$ cat src/rtl/pitc_pkg.sv
// Constants, register map and types of the interrupt and trap controller.
// Assumes a single clock domain and an AHB-Lite register port.
// Function
// [RULE_01] Each source owns flags, trap number, vector.
// [RULE_02] Hardware trap vectors at once, ignoring masks.
// [RULE_03] Each hardware trap sets its trap flag bit; reset traps set no flag.
// [RULE_04] Trap preempts all but higher trap service; the code also holds off a trap while an equal class is in service.
// [RULE_05] Trap service blocks interrupts and event transfers.
// [RULE_06] Low byte holds state, high byte reserved.
// [RULE_07] Bits 15 to 8 read zero, writes ignored.
// [RULE_08] All low-byte bits writable in one access.
// [RULE_09] Group level bits 1:0, three ranks highest.
// [RULE_10] Priority level bits 5:2, Fh highest.
// [RULE_11] Bit 6 enables the source request.
// [RULE_12] Bit 7 is the request pending flag.
// [RULE_13] Same layout for every source register.
// [RULE_14] Reset first, class A own vectors, B shared.
// [RULE_15] Trap service forces cpu priority to 15.
// [RULE_16] Pick highest enabled level, group; clear on accept.
package pitc_pkg;
   // Field positions inside a control register
   localparam int GROUP_LEVEL_LSB = 0;
   localparam int PRIORITY_LEVEL_LSB = 2;
   localparam int EN_BIT   = 6;
   localparam int REQ_BIT  = 7;
   localparam logic [7:0] CTRL_RESET = 8'h00;
   // Register map (byte addresses)
   localparam logic [11:0] CTRL_BASE   = 12'h000; // Source i at CTRL_BASE + 4*i
   localparam logic [11:0] TRAP_FLAGS  = 12'h100; // Trap flag register, write one to clear
   localparam logic [11:0] IRQ_STATUS  = 12'h104; // Sticky event status, write one to clear
   localparam logic [11:0] IRQ_MASK    = 12'h108; // Interrupt mask
   localparam logic [11:0] CPU_LEVEL   = 12'h10C; // Current cpu priority
   localparam logic [11:0] SERVICE_END = 12'h110; // Write: end of trap service
   // Trap numbers
   localparam logic [6:0] TRAPNO_RESET  = 7'h00;
   localparam logic [6:0] TRAPNO_NMI    = 7'h02;
   localparam logic [6:0] TRAPNO_STKOF  = 7'h04;
   localparam logic [6:0] TRAPNO_STKUF  = 7'h06;
   localparam logic [6:0] TRAPNO_CLASSB = 7'h0A;
   localparam logic [3:0] LEVEL_MAX     = 4'hF;
   // Trap classes by priority
   typedef enum logic [2:0] {
      PITC_NONE   = 3'h0,
      PITC_CLASSB = 3'h1,
      PITC_CLASSA = 3'h2,
      PITC_RESET  = 3'h3
   } pitc_class_e;
   // Status event bits
   localparam int EV_TRAP = 0;
   localparam int EV_ACK  = 1;
endpackage

$ cat src/rtl/pitc_top.sv
// Prioritised interrupt and hardware trap controller.
// Assumes peripherals pulse requests synchronously and the cpu acknowledges vectors.
//
// Design decisions made here: the AHB-Lite interface to the registers and the placing of the registers.
`timescale 1ns/10ps
module pitc_top #(
   parameter int NSRC = 23
) (
   input  wire logic              clk,
   input  wire logic              rst,
   // AHB-Lite slave
   input  wire logic              hsel,
   input  wire logic [11:0]       haddr,
   input  wire logic [1:0]        htrans,
   input  wire logic              hwrite,
   input  wire logic [2:0]        hsize,
   input  wire logic [31:0]       hwdata,
   input  wire logic              hready,
   output logic      [31:0]       hrdata,
   output logic                   hreadyout,
   output logic                   hresp,
   // Peripheral requests and trap conditions
   input  wire logic [NSRC-1:0]   src_req,
   input  wire logic [NSRC-1:0][6:0] src_trapno,
   input  wire logic              sw_reset_req,
   input  wire logic              wdt_overflow,
   input  wire logic              nmi_req,
   input  wire logic              stack_over,
   input  wire logic              stack_under,
   input  wire logic [4:0]        classb_req,
   // CPU side
   output logic                   cpu_irq,
   output logic      [6:0]        cpu_trapno,
   output logic      [8:0]        cpu_vector,
   output logic                   cpu_is_trap,
   input  wire logic              cpu_ack,
   output logic      [3:0]        cpu_current_priority,
   output logic                   peripheral_event_block,
   output logic                   irq
);
   // Whole register state
   typedef struct packed {
      logic [NSRC-1:0][7:0] ctrl;      // Per-source control low bytes
      logic [7:0]           trap_flag_register;
      logic [1:0]           status;
      logic [1:0]           mask;
      logic [3:0]           level;     // Cpu current priority
      pitc_pkg::pitc_class_e svc;      // Trap class in service
      logic                 busy;      // Vector presented
      logic [6:0]           trapno;
      logic                 is_trap;
      logic [4:0]           won;       // Winning source index
      logic                 dph;       // Data phase pending
      logic                 dwr;
      logic [11:0]          daddr;
      logic [31:0]          rdata;
   } pitc_state_s;

   pitc_state_s st;
   pitc_state_s next_st;

   // Arbitration results
   logic       win_valid;
   logic [4:0] win_idx;
   logic [5:0] win_key;
   pitc_pkg::pitc_class_e trap_cls;
   logic [6:0] trap_no;
   logic [7:0] trap_set;

   // Rank key: priority then group
   // Level sits in the upper four bits so it always dominates,
   // the group level only breaks ties between equal levels.
   function automatic logic [5:0] rank(input logic [7:0] c);
      rank = {c[pitc_pkg::PRIORITY_LEVEL_LSB +: 4], c[pitc_pkg::GROUP_LEVEL_LSB +: 2]}; // RULE_09 RULE_10
   endfunction

   // Highest priority enabled pending source
   always_comb begin
      win_valid = 1'b0;
      win_idx   = 5'h00;
      win_key   = 6'h00;
      for (int i = 0; i < NSRC; i++) begin
         if (st.ctrl[i][pitc_pkg::REQ_BIT] && st.ctrl[i][pitc_pkg::EN_BIT]) begin // RULE_11 RULE_16
            if (!win_valid || rank(st.ctrl[i]) > win_key) begin
               win_valid = 1'b1;
               win_idx   = 5'(i);
               win_key   = rank(st.ctrl[i]);
            end
         end
      end
   end

   // Trap classification, reset highest, class B lowest
   always_comb begin
      trap_set = {2'h0, classb_req != 5'h00, 1'b0, stack_under, stack_over, nmi_req, 1'b0}; // RULE_03
      trap_cls = pitc_pkg::PITC_NONE;
      trap_no  = pitc_pkg::TRAPNO_CLASSB;
      if (sw_reset_req || wdt_overflow) begin // RULE_14
         trap_cls = pitc_pkg::PITC_RESET;
         trap_no  = pitc_pkg::TRAPNO_RESET;
      end else if (nmi_req) begin
         trap_cls = pitc_pkg::PITC_CLASSA;
         trap_no  = pitc_pkg::TRAPNO_NMI;
      end else if (stack_over) begin
         trap_cls = pitc_pkg::PITC_CLASSA;
         trap_no  = pitc_pkg::TRAPNO_STKOF;
      end else if (stack_under) begin
         trap_cls = pitc_pkg::PITC_CLASSA;
         trap_no  = pitc_pkg::TRAPNO_STKUF;
      end else if (classb_req != 5'h00) begin
         trap_cls = pitc_pkg::PITC_CLASSB;
         trap_no  = pitc_pkg::TRAPNO_CLASSB;
      end
   end

   // Next state
   always_comb begin
      logic [7:0] wb;
      logic       acc;
      wb      = hwdata[7:0];
      acc     = 1'b0;
      next_st = st;
      // Requests from sources are sticky
      for (int i = 0; i < NSRC; i++) begin
         if (src_req[i]) begin
            next_st.ctrl[i][pitc_pkg::REQ_BIT] = 1'b1; // RULE_12
         end
      end
      // Bus data phase
      // Writes land at the end of the data phase, one cycle
      // after the address was taken; only the low byte is kept.
      if (st.dph && st.dwr) begin
         if (st.daddr < pitc_pkg::CTRL_BASE + 12'(4 * NSRC)) begin
            for (int i = 0; i < NSRC; i++) begin
               if (st.daddr[11:2] == 10'(i)) begin
                  next_st.ctrl[i] = wb; // RULE_07 RULE_08 RULE_13
                  if (src_req[i]) begin
                     next_st.ctrl[i][pitc_pkg::REQ_BIT] = 1'b1;
                  end
               end
            end
         end else if (st.daddr == pitc_pkg::TRAP_FLAGS) begin
            next_st.trap_flag_register = st.trap_flag_register & ~wb;
         end else if (st.daddr == pitc_pkg::IRQ_STATUS) begin
            next_st.status = st.status & ~wb[1:0];
         end else if (st.daddr == pitc_pkg::IRQ_MASK) begin
            next_st.mask = wb[1:0];
         end else if (st.daddr == pitc_pkg::CPU_LEVEL) begin
            next_st.level = wb[3:0];
         end else if (st.daddr == pitc_pkg::SERVICE_END) begin
            next_st.svc = pitc_pkg::PITC_NONE;
         end
      end
      // Trap flags, set wins over clear
      next_st.trap_flag_register = next_st.trap_flag_register | trap_set; // RULE_03
      // Trap preempts unless an equal or higher class is in service
      if (trap_cls != pitc_pkg::PITC_NONE && trap_cls > st.svc) begin // RULE_02 RULE_04
         next_st.busy    = 1'b1;
         next_st.trapno  = trap_no;
         next_st.is_trap = 1'b1;
         next_st.svc     = trap_cls;
         next_st.level   = pitc_pkg::LEVEL_MAX; // RULE_15
         next_st.status[pitc_pkg::EV_TRAP] = 1'b1;
      end else if (st.busy && cpu_ack) begin
         next_st.busy = 1'b0;
         acc          = !st.is_trap;
         next_st.is_trap = 1'b0;
      end else if (!st.busy && win_valid && st.svc == pitc_pkg::PITC_NONE // RULE_05
                   && win_key[5:2] > st.level) begin
         next_st.busy    = 1'b1;
         next_st.won     = win_idx;
         next_st.trapno  = src_trapno[win_idx]; // RULE_01
         next_st.is_trap = 1'b0;
      end
      // Accepted request clears its flag
      // A source still requesting in this cycle keeps its flag,
      // so a fresh event is never lost behind the acknowledge.
      if (acc) begin
         next_st.ctrl[st.won][pitc_pkg::REQ_BIT] = src_req[st.won]; // RULE_16
         next_st.level = st.ctrl[st.won][pitc_pkg::PRIORITY_LEVEL_LSB +: 4];
         next_st.status[pitc_pkg::EV_ACK] = 1'b1;
      end
      // Address phase capture
      next_st.dph = hsel && hready && htrans[1];
      if (hsel && hready && htrans[1]) begin
         next_st.dwr   = hwrite;
         next_st.daddr = {haddr[11:2], 2'b00};
      end
      // Read data, high bits zero
      // Decoded from the live address so it stands in the data phase;
      // unmapped addresses read as zero.
      next_st.rdata = 32'h0000_0000; // RULE_06
      if (haddr < pitc_pkg::CTRL_BASE + 12'(4 * NSRC)) begin
         for (int i = 0; i < NSRC; i++) begin
            if (haddr[11:2] == 10'(i)) begin
               next_st.rdata = {24'h00_0000, next_st.ctrl[i]}; // RULE_07
            end
         end
      end else if (haddr[11:2] == pitc_pkg::TRAP_FLAGS[11:2]) begin
         next_st.rdata = {24'h00_0000, next_st.trap_flag_register};
      end else if (haddr[11:2] == pitc_pkg::IRQ_STATUS[11:2]) begin
         next_st.rdata = {30'h0, next_st.status};
      end else if (haddr[11:2] == pitc_pkg::IRQ_MASK[11:2]) begin
         next_st.rdata = {30'h0, next_st.mask};
      end else if (haddr[11:2] == pitc_pkg::CPU_LEVEL[11:2]) begin
         next_st.rdata = {28'h0, next_st.level};
      end
   end

   // State register
   always_ff @(posedge clk) begin
      if (rst) begin
         st <= '0;
      end else begin
         st <= next_st;
      end
   end

   // Outputs
   assign hrdata                 = st.rdata;
   assign hreadyout              = 1'b1;
   assign hresp                  = 1'b0;
   assign cpu_irq                = st.busy;
   assign cpu_trapno             = st.trapno;
   assign cpu_vector             = {st.trapno, 2'b00}; // RULE_01
   assign cpu_is_trap            = st.is_trap;
   assign cpu_current_priority   = st.level;
   assign peripheral_event_block = st.svc != pitc_pkg::PITC_NONE; // RULE_05
   assign irq                    = |(st.status & st.mask);

   // Reset trap vectored at maximum level next cycle
   AST_TRAP_LEVEL: assert property (@(posedge clk) disable iff (rst) // RULE_15
      (trap_cls == pitc_pkg::PITC_RESET && st.svc != pitc_pkg::PITC_RESET)
      |=> (cpu_current_priority == 4'hF && cpu_is_trap && cpu_trapno == 7'h00))
      else $error("reset trap not vectored at level 15");
   AST_NMI_FLAG: assert property (@(posedge clk) disable iff (rst) // RULE_03
      nmi_req |=> st.trap_flag_register[1])
      else $error("nmi trap flag not set");
   AST_VECTOR: assert property (@(posedge clk) disable iff (rst) // RULE_01
      cpu_irq |-> (cpu_vector == {cpu_trapno, 2'b00}
                   && (cpu_is_trap || cpu_trapno == src_trapno[st.won])))
      else $error("vector not bound to winning source");
   AST_BLOCK: assert property (@(posedge clk) disable iff (rst) // RULE_05
      ($past(st.svc) != pitc_pkg::PITC_NONE && $rose(cpu_irq)) |-> cpu_is_trap)
      else $error("interrupt entered during trap service");
   AST_NOPREEMPT: assert property (@(posedge clk) disable iff (rst) // RULE_04
      (st.svc == pitc_pkg::PITC_RESET) |=> st.svc inside {pitc_pkg::PITC_RESET, pitc_pkg::PITC_NONE})
      else $error("reset service preempted");
   AST_HIGHZERO: assert property (@(posedge clk) disable iff (rst) // RULE_07
      $past(st.dph) |-> hrdata[15:8] == 8'h00)
      else $error("reserved bits not zero");
   AST_ENABLE: assert property (@(posedge clk) disable iff (rst) // RULE_11
      ($rose(cpu_irq) && !cpu_is_trap) |-> $past(st.ctrl[win_idx][6]))
      else $error("disabled source won");
   AST_CLEAR: assert property (@(posedge clk) disable iff (rst) // RULE_16
      (cpu_irq && cpu_ack && !cpu_is_trap && trap_cls == pitc_pkg::PITC_NONE && !src_req[st.won]
       && !(st.dph && st.dwr)) |=> !st.ctrl[$past(st.won)][7])
      else $error("accepted flag not cleared");

   // Stack overflow condition leaves its own flag behind
   AST_FLAG_STKOF: assert property (@(posedge clk) disable iff (rst) // RULE_03
      stack_over |=> st.trap_flag_register[2])
      else $error("stack overflow flag not set");

   // Stack underflow flag
   AST_FLAG_STKUF: assert property (@(posedge clk) disable iff (rst) // RULE_03
      stack_under |=> st.trap_flag_register[3])
      else $error("stack underflow flag not set");

   // Any class B condition sets the shared flag
   AST_FLAG_CLASSB: assert property (@(posedge clk) disable iff (rst) // RULE_03
      (classb_req != 5'h00) |=> st.trap_flag_register[5])
      else $error("class B flag not set");

   // Trap above the class in service vectored next cycle whatever the masks and enables
   AST_TRAP_NOMASK: assert property (@(posedge clk) disable iff (rst) // RULE_02
      (trap_cls != pitc_pkg::PITC_NONE && trap_cls > st.svc)
      |=> (cpu_irq && cpu_is_trap && cpu_trapno == $past(trap_no)))
      else $error("trap not vectored at once");

   // Class B conditions share one trap number
   AST_CLASSB_SHARED: assert property (@(posedge clk) disable iff (rst) // RULE_14
      (trap_cls == pitc_pkg::PITC_CLASSB && st.svc == pitc_pkg::PITC_NONE)
      |=> cpu_trapno == pitc_pkg::TRAPNO_CLASSB)
      else $error("class B trap number wrong");

   // Reset class always wins the service
   AST_RESET_TOP: assert property (@(posedge clk) disable iff (rst) // RULE_14
      (trap_cls == pitc_pkg::PITC_RESET) |=> st.svc == pitc_pkg::PITC_RESET)
      else $error("reset trap not in service");

   // Class A service only yields to reset or its own end
   AST_CLASSA_HOLD: assert property (@(posedge clk) disable iff (rst) // RULE_04
      (st.svc == pitc_pkg::PITC_CLASSA && trap_cls != pitc_pkg::PITC_RESET)
      |=> st.svc inside {pitc_pkg::PITC_CLASSA, pitc_pkg::PITC_NONE})
      else $error("class A service preempted");

   // Every trap taken forces the top level
   AST_LEVEL_MAX: assert property (@(posedge clk) disable iff (rst) // RULE_15
      (trap_cls != pitc_pkg::PITC_NONE && trap_cls > st.svc)
      |=> cpu_current_priority == pitc_pkg::LEVEL_MAX)
      else $error("trap did not force level 15");

   // No interrupt entry while a trap is in service
   AST_EVENT_BLOCK: assert property (@(posedge clk) disable iff (rst) // RULE_05
      (peripheral_event_block && !cpu_irq && trap_cls == pitc_pkg::PITC_NONE) |=> !cpu_irq)
      else $error("interrupt entered under trap service");

   // Control register reads carry nothing above the low byte
   AST_CTRL_HIGH: assert property (@(posedge clk) disable iff (rst) // RULE_06
      (st.dph && !st.dwr && st.daddr < pitc_pkg::CTRL_BASE + 12'(4 * NSRC))
      |-> hrdata[31:8] == 24'h00_0000)
      else $error("control read high bits not zero");

   // One word write reprograms the whole low byte
   AST_WRITE_LOW: assert property (@(posedge clk) disable iff (rst) // RULE_08
      (st.dph && st.dwr && st.daddr == pitc_pkg::CTRL_BASE && !src_req[0] && !(st.busy && cpu_ack))
      |=> st.ctrl[0] == $past(hwdata[7:0]))
      else $error("control write not taken whole");

   // A request pulse always leaves the flag set
   AST_REQ_STICKY: assert property (@(posedge clk) disable iff (rst) // RULE_12
      src_req[0] |=> st.ctrl[0][pitc_pkg::REQ_BIT])
      else $error("request flag not set");

   // An interrupt is only entered above the current level
   AST_ARB_ABOVE: assert property (@(posedge clk) disable iff (rst) // RULE_10
      ($rose(cpu_irq) && !cpu_is_trap) |-> $past(st.ctrl[win_idx][5:2]) > $past(st.level))
      else $error("interrupt entered at or below current level");

   // Accepting an interrupt moves the cpu to its level
   AST_LEVEL_ACCEPT: assert property (@(posedge clk) disable iff (rst) // RULE_16
      (cpu_irq && cpu_ack && !cpu_is_trap && trap_cls == pitc_pkg::PITC_NONE)
      |=> cpu_current_priority == $past(st.ctrl[st.won][5:2]))
      else $error("level not taken from accepted source");
endmodule

$ cat config.mk
export PLATFORM = sky130hd
export DESIGN_NAME = pitc_top
export DESIGN_NICKNAME = d
export VERILOG_FILES = /design/src/rtl/pitc_pkg.sv /design/src/rtl/pitc_top.sv
export SDC_FILE = /design/constraint.sdc
export NUM_CORES = 1
export LEC_CHECK = 0
export ABC_AREA = 0
export BUFFER_PORTS_ARGS = -buffer_cell sky130_fd_sc_hd__buf_4
export CAP_MARGIN = 20
export CORE_MARGIN = 10
export CORE_UTILIZATION = 42
export CTS_CLUSTER_DIAMETER = 40
export DETAILED_ROUTE_END_ITERATION = 7
export HOLD_SLACK_MARGIN = 0.06
export PLACE_DENSITY = 0.75
export SLEW_MARGIN = 20
export SYNTH_ARGS = -nofsm -noshare
export SYNTH_HDL_FRONTEND = slang
export SYNTH_SLANG_ARGS = --single-unit
$ cat constraint.sdc
create_clock -name clk -period 42.6 [get_ports clk]
set_clock_uncertainty 0.05 [all_clocks]
set_input_delay 2.13 -clock clk [delete_from_list [all_inputs] [get_ports clk]]
set_output_delay 2.13 -clock clk [all_outputs]
set_load 0.02 [all_outputs]
* Word level (Yosys, flattened, before mapping)
Index checks and enable logic that the tools add are counted.
Operators by class: shift-type cells 0, bitwise operators 8, add/subtract/negate cells 0, equality and inequality tests 59, reduce and logical (&&, ||, !) cells 93, multiply operators 0, mux-type cells 273, magnitude comparators 29, divide/modulo/power cells 0
Operators by type and width (count):
- 2-to-1 mux 32 bit | 23
- 2-to-1 mux 184 bit | 2
- 2-to-1 mux 6 bit | 46
- 2-to-1 mux 8 bit | 27
- 2-to-1 mux 5 bit | 42
- 2-to-1 mux 203 bit | 1
- bitwise mux 184 bit | 1
- == test 10 x 4 -> 1 bit (second input constant) | 16
- == test 10 x 5 -> 1 bit (second input constant) | 14
- greater-than comparator 6 bit | 22
- 2-to-1 mux 1 bit | 101
- == test 10 x 7 -> 1 bit (second input constant) | 9
- == test 10 x 3 -> 1 bit (second input constant) | 8
- binary-select mux 8 bit (select 5 bit) | 1
- demux 8 bit (select 5 bit) | 1
- == test 10 x 2 -> 1 bit (second input constant) | 4
- 2-to-1 mux 4 bit | 9
- binary-select mux 7 bit (select 5 bit) | 1
- logical AND 1 bit | 32
- 2-to-1 mux 7 bit | 4
- zero test 1 bit | 24
- < comparator 12 x 7 -> 1 bit (second input constant) | 2
- logical OR 1 bit | 23
- == test 10 x 1 -> 1 bit (second input constant) | 2
- 28 further kinds | 47
Storage, ports and cells: memories kept 0, output and inout port bits 58, bits in registers 261, bits in latches 0, word-level logic and storage cells 498, memory bits (writable) 0, bits in read-only memories 0

* Logic depth before layout (Yosys ltp)
Gate-level depths: netlist of the first run.
depth in word-level cells 96, mapped depth 229, gate-level depth less buffers 219

* Least setup slack after synthesis of the first run
Ideal clock, no wire load.
path kind register -> register, start register st[85] in the netlist's numbering, end register st (netlist bit cpu_trapno[4]), buffers on the path 11, data arrival time 39.842 ns, setup time 0.134 ns, slack 2.575 ns, stages on the path, launching flop included 204, path through dfxtp_1 > and2_1 > nand2_1 > ha_1 > nand4_1 > o21bai_1 > a31oi_2 > mux2_2 > ha_1 > nand4_1 > o221a_2 > a311oi_2 > inv_1 > mux2_2 > inv_1 > ha_1 > a21o_1 > o32ai_1 > [... 168 more ...] > o22a_1 > nor2_1 > or2_2 > clkbuf_1 > clkbuf_1 > nor2_1 > a21oi_1 > ha_1 > nor2b_1 > o21a_1 > o21a_1 > o2111ai_1 > nor2_1 > nand2b_1 > nor2_1 > o211a_1 > a221oi_1 > o22ai_1
On the way: longest elaborated chain between the ends 95, elaborated cells on any way between the ends 212
Ends and longest elaborated chain:
- from (decl) | line pitc_top.sv:59 | pitc_state_s st;
- from (signal assigned) | line pitc_top.sv:215 | st <= next_st;
- logical AND 1 bit (*) | line pitc_top.sv:83 | if (st.ctrl[i][pitc_pkg::REQ_BIT] && st.ctrl[i][pitc_pkg::EN_BIT]) begin
- 2-to-1 mux 6 bit or 2-to-1 mux 1 bit (tied branches) | line pitc_top.sv:83
- greater-than comparator 6 bit or zero test 1 bit (tied branches) | line pitc_top.sv:84 | if (!win_valid || rank(st.ctrl[i]) > win_key) begin
- logical OR 1 bit | line pitc_top.sv:84
- 2-to-1 mux 6 bit or 2-to-1 mux 1 bit (tied branches) | line pitc_top.sv:84
- 2-to-1 mux 6 bit or 2-to-1 mux 1 bit (tied branches) | line pitc_top.sv:83
- greater-than comparator 6 bit or zero test 1 bit (tied branches) | line pitc_top.sv:84
- logical OR 1 bit | line pitc_top.sv:84
- [... 79 more ...]
- logical OR 1 bit | line pitc_top.sv:84
- 2-to-1 mux 5 bit or 2-to-1 mux 1 bit (tied branches) | line pitc_top.sv:84
- 2-to-1 mux 5 bit or 2-to-1 mux 1 bit (tied branches) | line pitc_top.sv:83
- binary-select mux 7 bit (select 5 bit) or logical AND 1 bit (tied branches) | line pitc_top.sv:172, pitc_top.sv:168
- 2-to-1 mux 7 bit (not written as such) or logical AND 1 bit (tied branches) | line pitc_top.sv:172, pitc_top.sv:168
- 2-to-1 mux 14 bit or logical AND 1 bit (tied branches) | line pitc_top.sv:168, pitc_top.sv:169
- 2-to-1 mux 7 bit or nonzero test 2 bit (tied branches)
- 2-to-1 mux 9 bit or AND reduction 2 bit (tied branches)
Mark *: on every way between the ends. The rest lies on a longest branch, timed or not. The select of a mux whose other input is x is not followed. A chain may end at the register's enable or synchronous reset.

* Worst setup path in the final report of the first run
start register st[86] in the netlist's numbering, end register st (netlist bit cpu_trapno[4])
The elaborated chain is that of the path after synthesis.

==> summary.md, run 1 <==
| Metric | Value |
|---|---|
| Status | `completed` |
| Hpwl dp | `59.6 mm` |
| Final global-route overflow total | `0` |
| Gr usage total | `25.2%` |
| Drt wl/cell | `22.3 um` |
| Critical path startpoint category | `flop` |
| Hold Fails Final Rpt | `0` |
| Pin slew with the least headroom to its limit | `1.05 ns` |
| Clk_lat worst skew | `0.53 ns` |
| I/O pins | `307` |
| Syn Inst Count | `2,615` |
| Sw Pwr | `0.158 mW` |
| Crit-path max cell delay | `0.48 ns` |
| Design area | `24,000 um^2` |
| Synth Register Bits | `236` |
| Seq/Total Area, Yosys | `23.5%` |
| Initial Util | `42.3%` |
| FP Rows | `80` |
| Post-Syn Area | `20,100 um^2` |
| Port Buf Inserts | `248` |
| WL final | `77.1 mm` |
| Finished Core Util | `50.6%` |
| Synthesis-to-finish area growth | `19.7%` |
| Setup Crit Path Kind | `reg -> reg` |
| Post-synth cell types | `103` |
| Max-slew headroom | `29.5%` |
| CTS tree | `built` |
| Final worst slack | `2.72 ns` |
| First-pass DRT Iterations | `7` |
| # diodes | `0` |
| H-Tree Depth | `2` |
| Number of synthesized flops with an enable pin | `0` |
| Clock transition at path regs | `0.05 ns` |
| Num CTS Buffers | `36` |
| PwrDens | `25.6 nW/um^2` |
| Crit path DAT | `40.19 ns` |
| Crit path top cell by count | `ha_1` |
| Flop pwr share | `37.5%` |
| Achievable Freq | `25.1 MHz` |
| Avg Vias per Cell | `6.14` |
| NumNets Final | `3,176` |
| Setup violators final | `0` |
| Core box area | `47,500 um^2` |
| Leakage Power | `10.3 nW` |
| Max cap viols | `0` |
| Max Slew Vio Count | `0` |
| Die Area | `57,000 um^2` |
| Share of layout cells above drive strength 1 | `18.6%` |
| Routed Antenna Nets | `0` |
| Critical path data required time | `42.92 ns` |
| Crit-path max FO | `13` |
| Clock power frac | `51.9%` |
| Net Sw Frac | `25.7%` |
| Post-synthesis async set-or-reset flop share | `0%` |
| Final period utilization | `93.6%` |
| Vias in the first global route | `19,400` |
| Area post-placement | `22,300 um^2` |
| Die span in x | `239 um` |
| Clk root buf | `clkbuf_16` |
| DR vias | `21,200` |
| Logic pwr share | `10.5%` |
| DRT iter0 DRCs | `2,636` |
| Setup slack after placement | `0.0727 ns` |
| Drc violations | `0` |
| Synth warn | `0` |
| Cell internal pwr | `0.457 mW` |
| Initial antenna violation count | `2` |
| Crit-path slowest cell | `or4_1` |
| GPL Wtd Cong | `1.03` |
| Worst setup EP type | `flop` |
| Minimum clock period | `39.88 ns` |
| Die Y | `239 um` |
| First-pass GRT wire length | `115 mm` |
| VDD IR max | `0.0252 mV` |
| CTS Hold Bufs | `0` |
| FILL cells | `4,443` |
| Sink Count | `236` |
| Pin count of the biggest net entering global routing | `82` |
| Worst-case clock buffer depth | `3` |
| Top FF cell, synth | `dfxtp_1` |
| Synth Area per Inst | `7.69 um^2` |
| Worst min path class | `reg -> reg` |
==> state kept, by name, indices dropped and copies added, names as in the netlist <==
signal and count:
cpu_trapno 7, hrdata 8, st 215, cpu_current_priority 4, cpu_is_trap 1, cpu_irq 1
==> through the flow <==
step	std cells	setup TNS [ns]	hold slack [ns]	power [mW]
after global placement	3369	0	0.395	0.297
after floorplan	2641	0	0.369	0.267
after global routing	3459	-1.25	0.439	0.627
after CTS	3435	0	0.407	0.612
final	3459	0	0.403	0.615
after detailed placement	3369	0	0.399	0.297
==> layout by cell type, fill, tap and decap left out, types with 27 or more instances in the layout <==
master     count
clkbuf_16     36
nor2b_1       27
a21oi_1      119
buf_4        318
a31oi_1       28
ha_1         110
mux4_2        29
nor3_1        46
o22ai_1       95
nand3_1       59
nand2_1      294
nor2_1       372
mux2i_1      248
dfxtp_1      234
conb_1        28
inv_1        136
o21ai_0       93
mux2_2        41
==> critical path, delay by kind of cell (launching register included) <==
| kind | cells | cell delay (ns) |
|---|---|---|
| compound gates | 88 | 17.16 |
| simple gates | 53 | 8.32 |
| fa+ha+maj | 24 | 6.52 |
| mux | 14 | 4.32 |
| buf+inv | 24 | 2.97 |
| flops | 1 | 0.39 |
==> power by group through the flow <==
| stage | sequential, mW | combinational (mW) | clock, mW |
|---|---|---|---|
| after floorplan | 0.233 | 0.0341 | 0 |
| after global placement | 0.235 | 0.0618 | 0 |
| after detailed placement | 0.235 | 0.0622 | 0 |
| after CTS | 0.230 | 0.0626 | 0.319 |
| after global routing | 0.231 | 0.0682 | 0.328 |
| final | 0.231 | 0.0646 | 0.319 |
==> logic make-up (layout without fill, tap and decap cells) <==
logic type / after synthesis / after routing / synth area share, %
xor gates and xnor gates: 10 / 10 / 0.436
adders and majority gates: 111 / 111 / 6.90
muxes: 330 / 330 / 18.6
and+or+nand+nor: 994 / 994 / 22.6
DFF: 236 / 236 / 23.5
AOI/OAI and AO/OA: 611 / 612 / 20.8
buffers and inverters: 321 / 523 / 7.15
other: 2 / 28 / 0.0374
==> path summary, 6_finish.rpt <==
| kind | start | to | depth (start not counted) | slack, ns |
|---|---|---|---|---|
| min | st[39] | st[39] | 2 | 0.40 |
| max | st[86] | cpu_trapno[4] | 203 | 2.72 |
| min reg2reg | st[39] | st[39] | 2 | 0.40 |
| max reg2reg | st[86] | cpu_trapno[4] | 203 | 2.72 |
==> timing repair <==
| action | CTS | global route |
|---|---|---|
| endpoints found under the setup margin | 5 | 14 |
| cloned | 0 | 1 |
| resized for setup | 0 | 49 |
| buffers inserted | 1 | 23 |
| pin swaps | 1 | 17 |
==> cell type report <==
type | instances | area, um^2 | area share, %
sequential | 236 | 4730 | 19.7
timing repair buffer | 320 | 2420 | 10.1
inverter | 138 | 518 | 2.15
tap | 615 | 769 | 3.20
multi-input combinational | 2085 | 14300 | 59.5
clock buffer | 45 | 995 | 4.14
clock inverter | 20 | 305 | 1.27
==> synth_stat cells (13+ instances only) <==
| cell type | number | share of area (%) |
|---|---|---|
| o21a_1 | 19 | 0.71 |
| nor2b_1 | 28 | 0.87 |
| nand3b_1 | 22 | 0.82 |
| nor4_1 | 17 | 0.53 |
| nand2b_1 | 19 | 0.59 |
| nand3_1 | 59 | 1.5 |
| nor3_1 | 48 | 1.2 |
| nand2_1 | 296 | 5.5 |
| and3_1 | 23 | 0.72 |
| o21ai_1 | 14 | 0.35 |
| o211ai_1 | 22 | 0.82 |
| a21o_1 | 24 | 0.90 |
| dfxtp_1 | 236 | 24 |
| a211oi_1 | 17 | 0.64 |
| nor2_1 | 373 | 7.0 |
| buf_2 | 14 | 0.35 |
| a21oi_1 | 124 | 3.1 |
| clkbuf_1 | 99 | 1.8 |
| nand4_1 | 20 | 0.62 |
| ha_1 | 110 | 6.8 |
| mux2_2 | 41 | 2.3 |
| or3_1 | 13 | 0.40 |
| and2_1 | 27 | 0.84 |
| o22ai_1 | 95 | 3.0 |
| buf_4 | 57 | 2.1 |
| inv_1 | 137 | 2.6 |
| a31oi_1 | 31 | 0.97 |
| mux4_2 | 29 | 3.2 |
| mux2i_1 | 252 | 13 |
| o21ai_0 | 96 | 2.4 |
==> layer usage <==
layer	wire length [um]	global-route usage (%)
met5	22	0
met4	2920	8.74
met3	8010	5.06
met2	34000	39.2
met1	32100	34.0
Note: power is estimated with default switching activity, not from simulation.
==> run 2: changes to the inputs <==
- CORE_UTILIZATION: 42 -> 38
- PLACE_DENSITY: 0.75 -> 0.7
- SLEW_MARGIN: 20 -> unset
==> run 2 against run 1 <==
Against the previous run:
- die area increased by 9.6%
- utilization shrank 4.5 points
- via count shrank 0.38%
- register-to-register slack improved by 0.09 ns
- maximum frequency increased by 0.21%
- routed wire length about the same
- final cell count increased by 2.5%
- setup slack better by 0.085 ns
- non-clock buffer count grew 13
- total power shrank 3.7%
- sequential power hardly changed
- critical path type unchanged
- largest power group unchanged
==> summary.md, run 2 (synthesis gave the netlist of run 1 again) <==
| Metric | Value |
|---|---|
| Final global-route overflow total | `0 (unchanged)` |
| Commonest non-fill, non-tap cells in the layout | `nor2_1, buf_4, nand2_1` |
| Top Family by Delay on Critical Path | `compound AO/OA/AOI/OAI gates` |
| Crit-path slowest cell | `or4_1` |
| Largest register FFs | `215 (unchanged)` |
| NumNets Final | `3,190 (+0.44%)` |
| First-pass GRT wire length | `116 mm (+1.2%)` |
| DR vias | `21,200 (-0.38%)` |
| Critical path startpoint category | `flop` |
| Initial antenna violation count | `2 (unchanged)` |
| Setup violators final | `0 (unchanged)` |
| I/O pins | `307 (unchanged)` |
| GPL Wtd Cong | `1.02 (-0.96%)` |
| Num CTS Buffers | `37 (+2.8%)` |
| Vias in the first global route | `19,700 (+1.4%)` |
| Share of layout cells above drive strength 1 | `19.0% (+0.44 points)` |
| H-Tree Depth | `2 (unchanged)` |
| Commonest non-fill, non-tap cell in the layout | `nor2_1` |
| Clock transition at path regs | `0.06 ns (about the same)` |
| Initial Util | `38.3% (-3.9 points)` |
| Worst min path class | `reg -> reg` |
| Leakage Power | `10.3 nW (+0.13%)` |
| CTS tree | `built` |
| Crit-path max cell delay | `0.44 ns (-0.04 ns)` |
| Area post-placement | `22,500 um^2 (+0.88%)` |
| Minimum clock period | `39.79 ns (-0.0855 ns)` |
| Crit path DAT | `40.07 ns (-0.12 ns)` |
| Crit path top cell by count | `ha_1` |
| Synthesis-to-finish area growth | `20.3%` |
| Setup Crit Path Kind | `reg -> reg` |
| WL final | `77.1 mm (about the same)` |
| Sink Count | `236 (unchanged)` |
| Routed Antenna Nets | `0 (unchanged)` |
| PwrDens | `24.5 nW/um^2 (-4.2%)` |
| Crit-path max FO | `13 (unchanged)` |
| DRT iter0 DRCs | `2,228 (-15%)` |
| Worst-case clock buffer depth | `3 (unchanged)` |
| Design area | `24,200 um^2 (+0.52%)` |
| Die span in x | `250 um (+4.7%)` |
| Final period utilization | `93.4% (-0.20 points)` |
| VDD IR max | `0.0224 mV (-11%)` |
| Die Area | `62,500 um^2 (+9.6%)` |
| Hold Fails Final Rpt | `0 (unchanged)` |
| Clk root buf | `clkbuf_16` |
| FP Rows | `84 (+5.0%)` |
| First-pass DRT Iterations | `6 (-1)` |
| Max Slew Vio Count | `0 (unchanged)` |
| Avg Vias per Cell | `5.97 (-2.8%)` |
| Hpwl dp | `59.8 mm (+0.34%)` |
| Pin slew with the least headroom to its limit | `1.16 ns (+0.111 ns)` |
| Buf+Inv Stages, Crit Path | `22 (-8.3%)` |
| Worst setup EP type | `flop` |
| Max-slew headroom | `22.3% (-7.1 points)` |
| Max cap viols | `0 (unchanged)` |
| Hold WS | `0.402 ns (-0.00180 ns)` |
| Drc violations | `0 (unchanged)` |
| # diodes | `0 (unchanged)` |
| Critical path data required time | `42.88 ns (-0.04 ns)` |
| Pin count of the biggest net entering global routing | `128 (+56%)` |
| Port Buf Inserts | `248 (unchanged)` |
| Achievable Freq | `25.1 MHz (+0.21%)` |
| FILL cells | `5,148 (+16%)` |
| Gr usage total | `22.9% (-2.4 points)` |
| Status | `completed` |
| Drt wl/cell | `21.7 um (-2.4%)` |
| Top reg by flops | `st` |
| Clk_lat worst skew | `0.51 ns (-0.02 ns)` |
| Core box area | `52,400 um^2 (+10%)` |
| Die Y | `250 um (+4.7%)` |
[run 2: report_power, final]
group | switching (mW) | internal, mW
clock network | 0.112 | 0.184
logic | 0.0378 | 0.0271
registers | 0.00542 | 0.225
total | 0.155 | 0.437
[run 2: worst paths after layout]
check | cells past startpoint | slack [ns] | to | start
worst max-delay path | 201 | 2.81 | cpu_trapno[4] | st[86]
worst min-delay path | 2 | 0.40 | st[39] | st[39]
worst max register to register | 201 | 2.81 | cpu_trapno[4] | st[86]
worst min register to register | 2 | 0.40 | st[39] | st[39]
[run 2: final cells by class]
class                      count  area [um^2]  share of cell area [%]
multi-input combinational   2085        14400                    59.4
tap                          688          861                    3.56
clock buffer                  45          986                    4.08
inverter                     138          518                    2.14
clock inverter                20          209                   0.864
sequential                   236         4730                    19.6
timing repair buffer         333         2520                    10.4
[run 2: worst min-delay path, delay by kind of cell, from the launching register on]
kind / cells / cell delay, ns
compound gates: 1 / 0.05
simple gates: 1 / 0.05
flops: 1 / 0.30
[run 2: timing repair]
item	in CTS	in global routing
setup endpoints to repair	0	14
resized for setup	0	56
buffers inserted	0	24
hold buffers	0	0
[run 2: routing by layer]
metal	GRT usage [%]	vias up	wire [um]
met4	7.83	4	2980
met2	35.2	1089	33400
met1	31.2	9982	33300
met5	0	-	29
li1	-	9891	-
met3	4.35	185	7360
[run 2: per-stage QoR]
stage | util, % | setup WS [ns] | setup TNS (ns) | instances | power, mW
4_1_cts | 45.2 | 0.0165 | 0 | 3520 | 0.590
3_3_place_gp | 42.9 | 0.609 | 0 | 3455 | 0.298
5_1_grt | 46.1 | -0.0946 | -0.212 | 3545 | 0.605
2_1_floorplan | - | 2.57 | 0 | 2641 | 0.267
3_5_place_dp | 42.9 | 0.271 | 0 | 3455 | 0.298
6_report | 46.1 | 2.81 | 0 | 3545 | 0.592
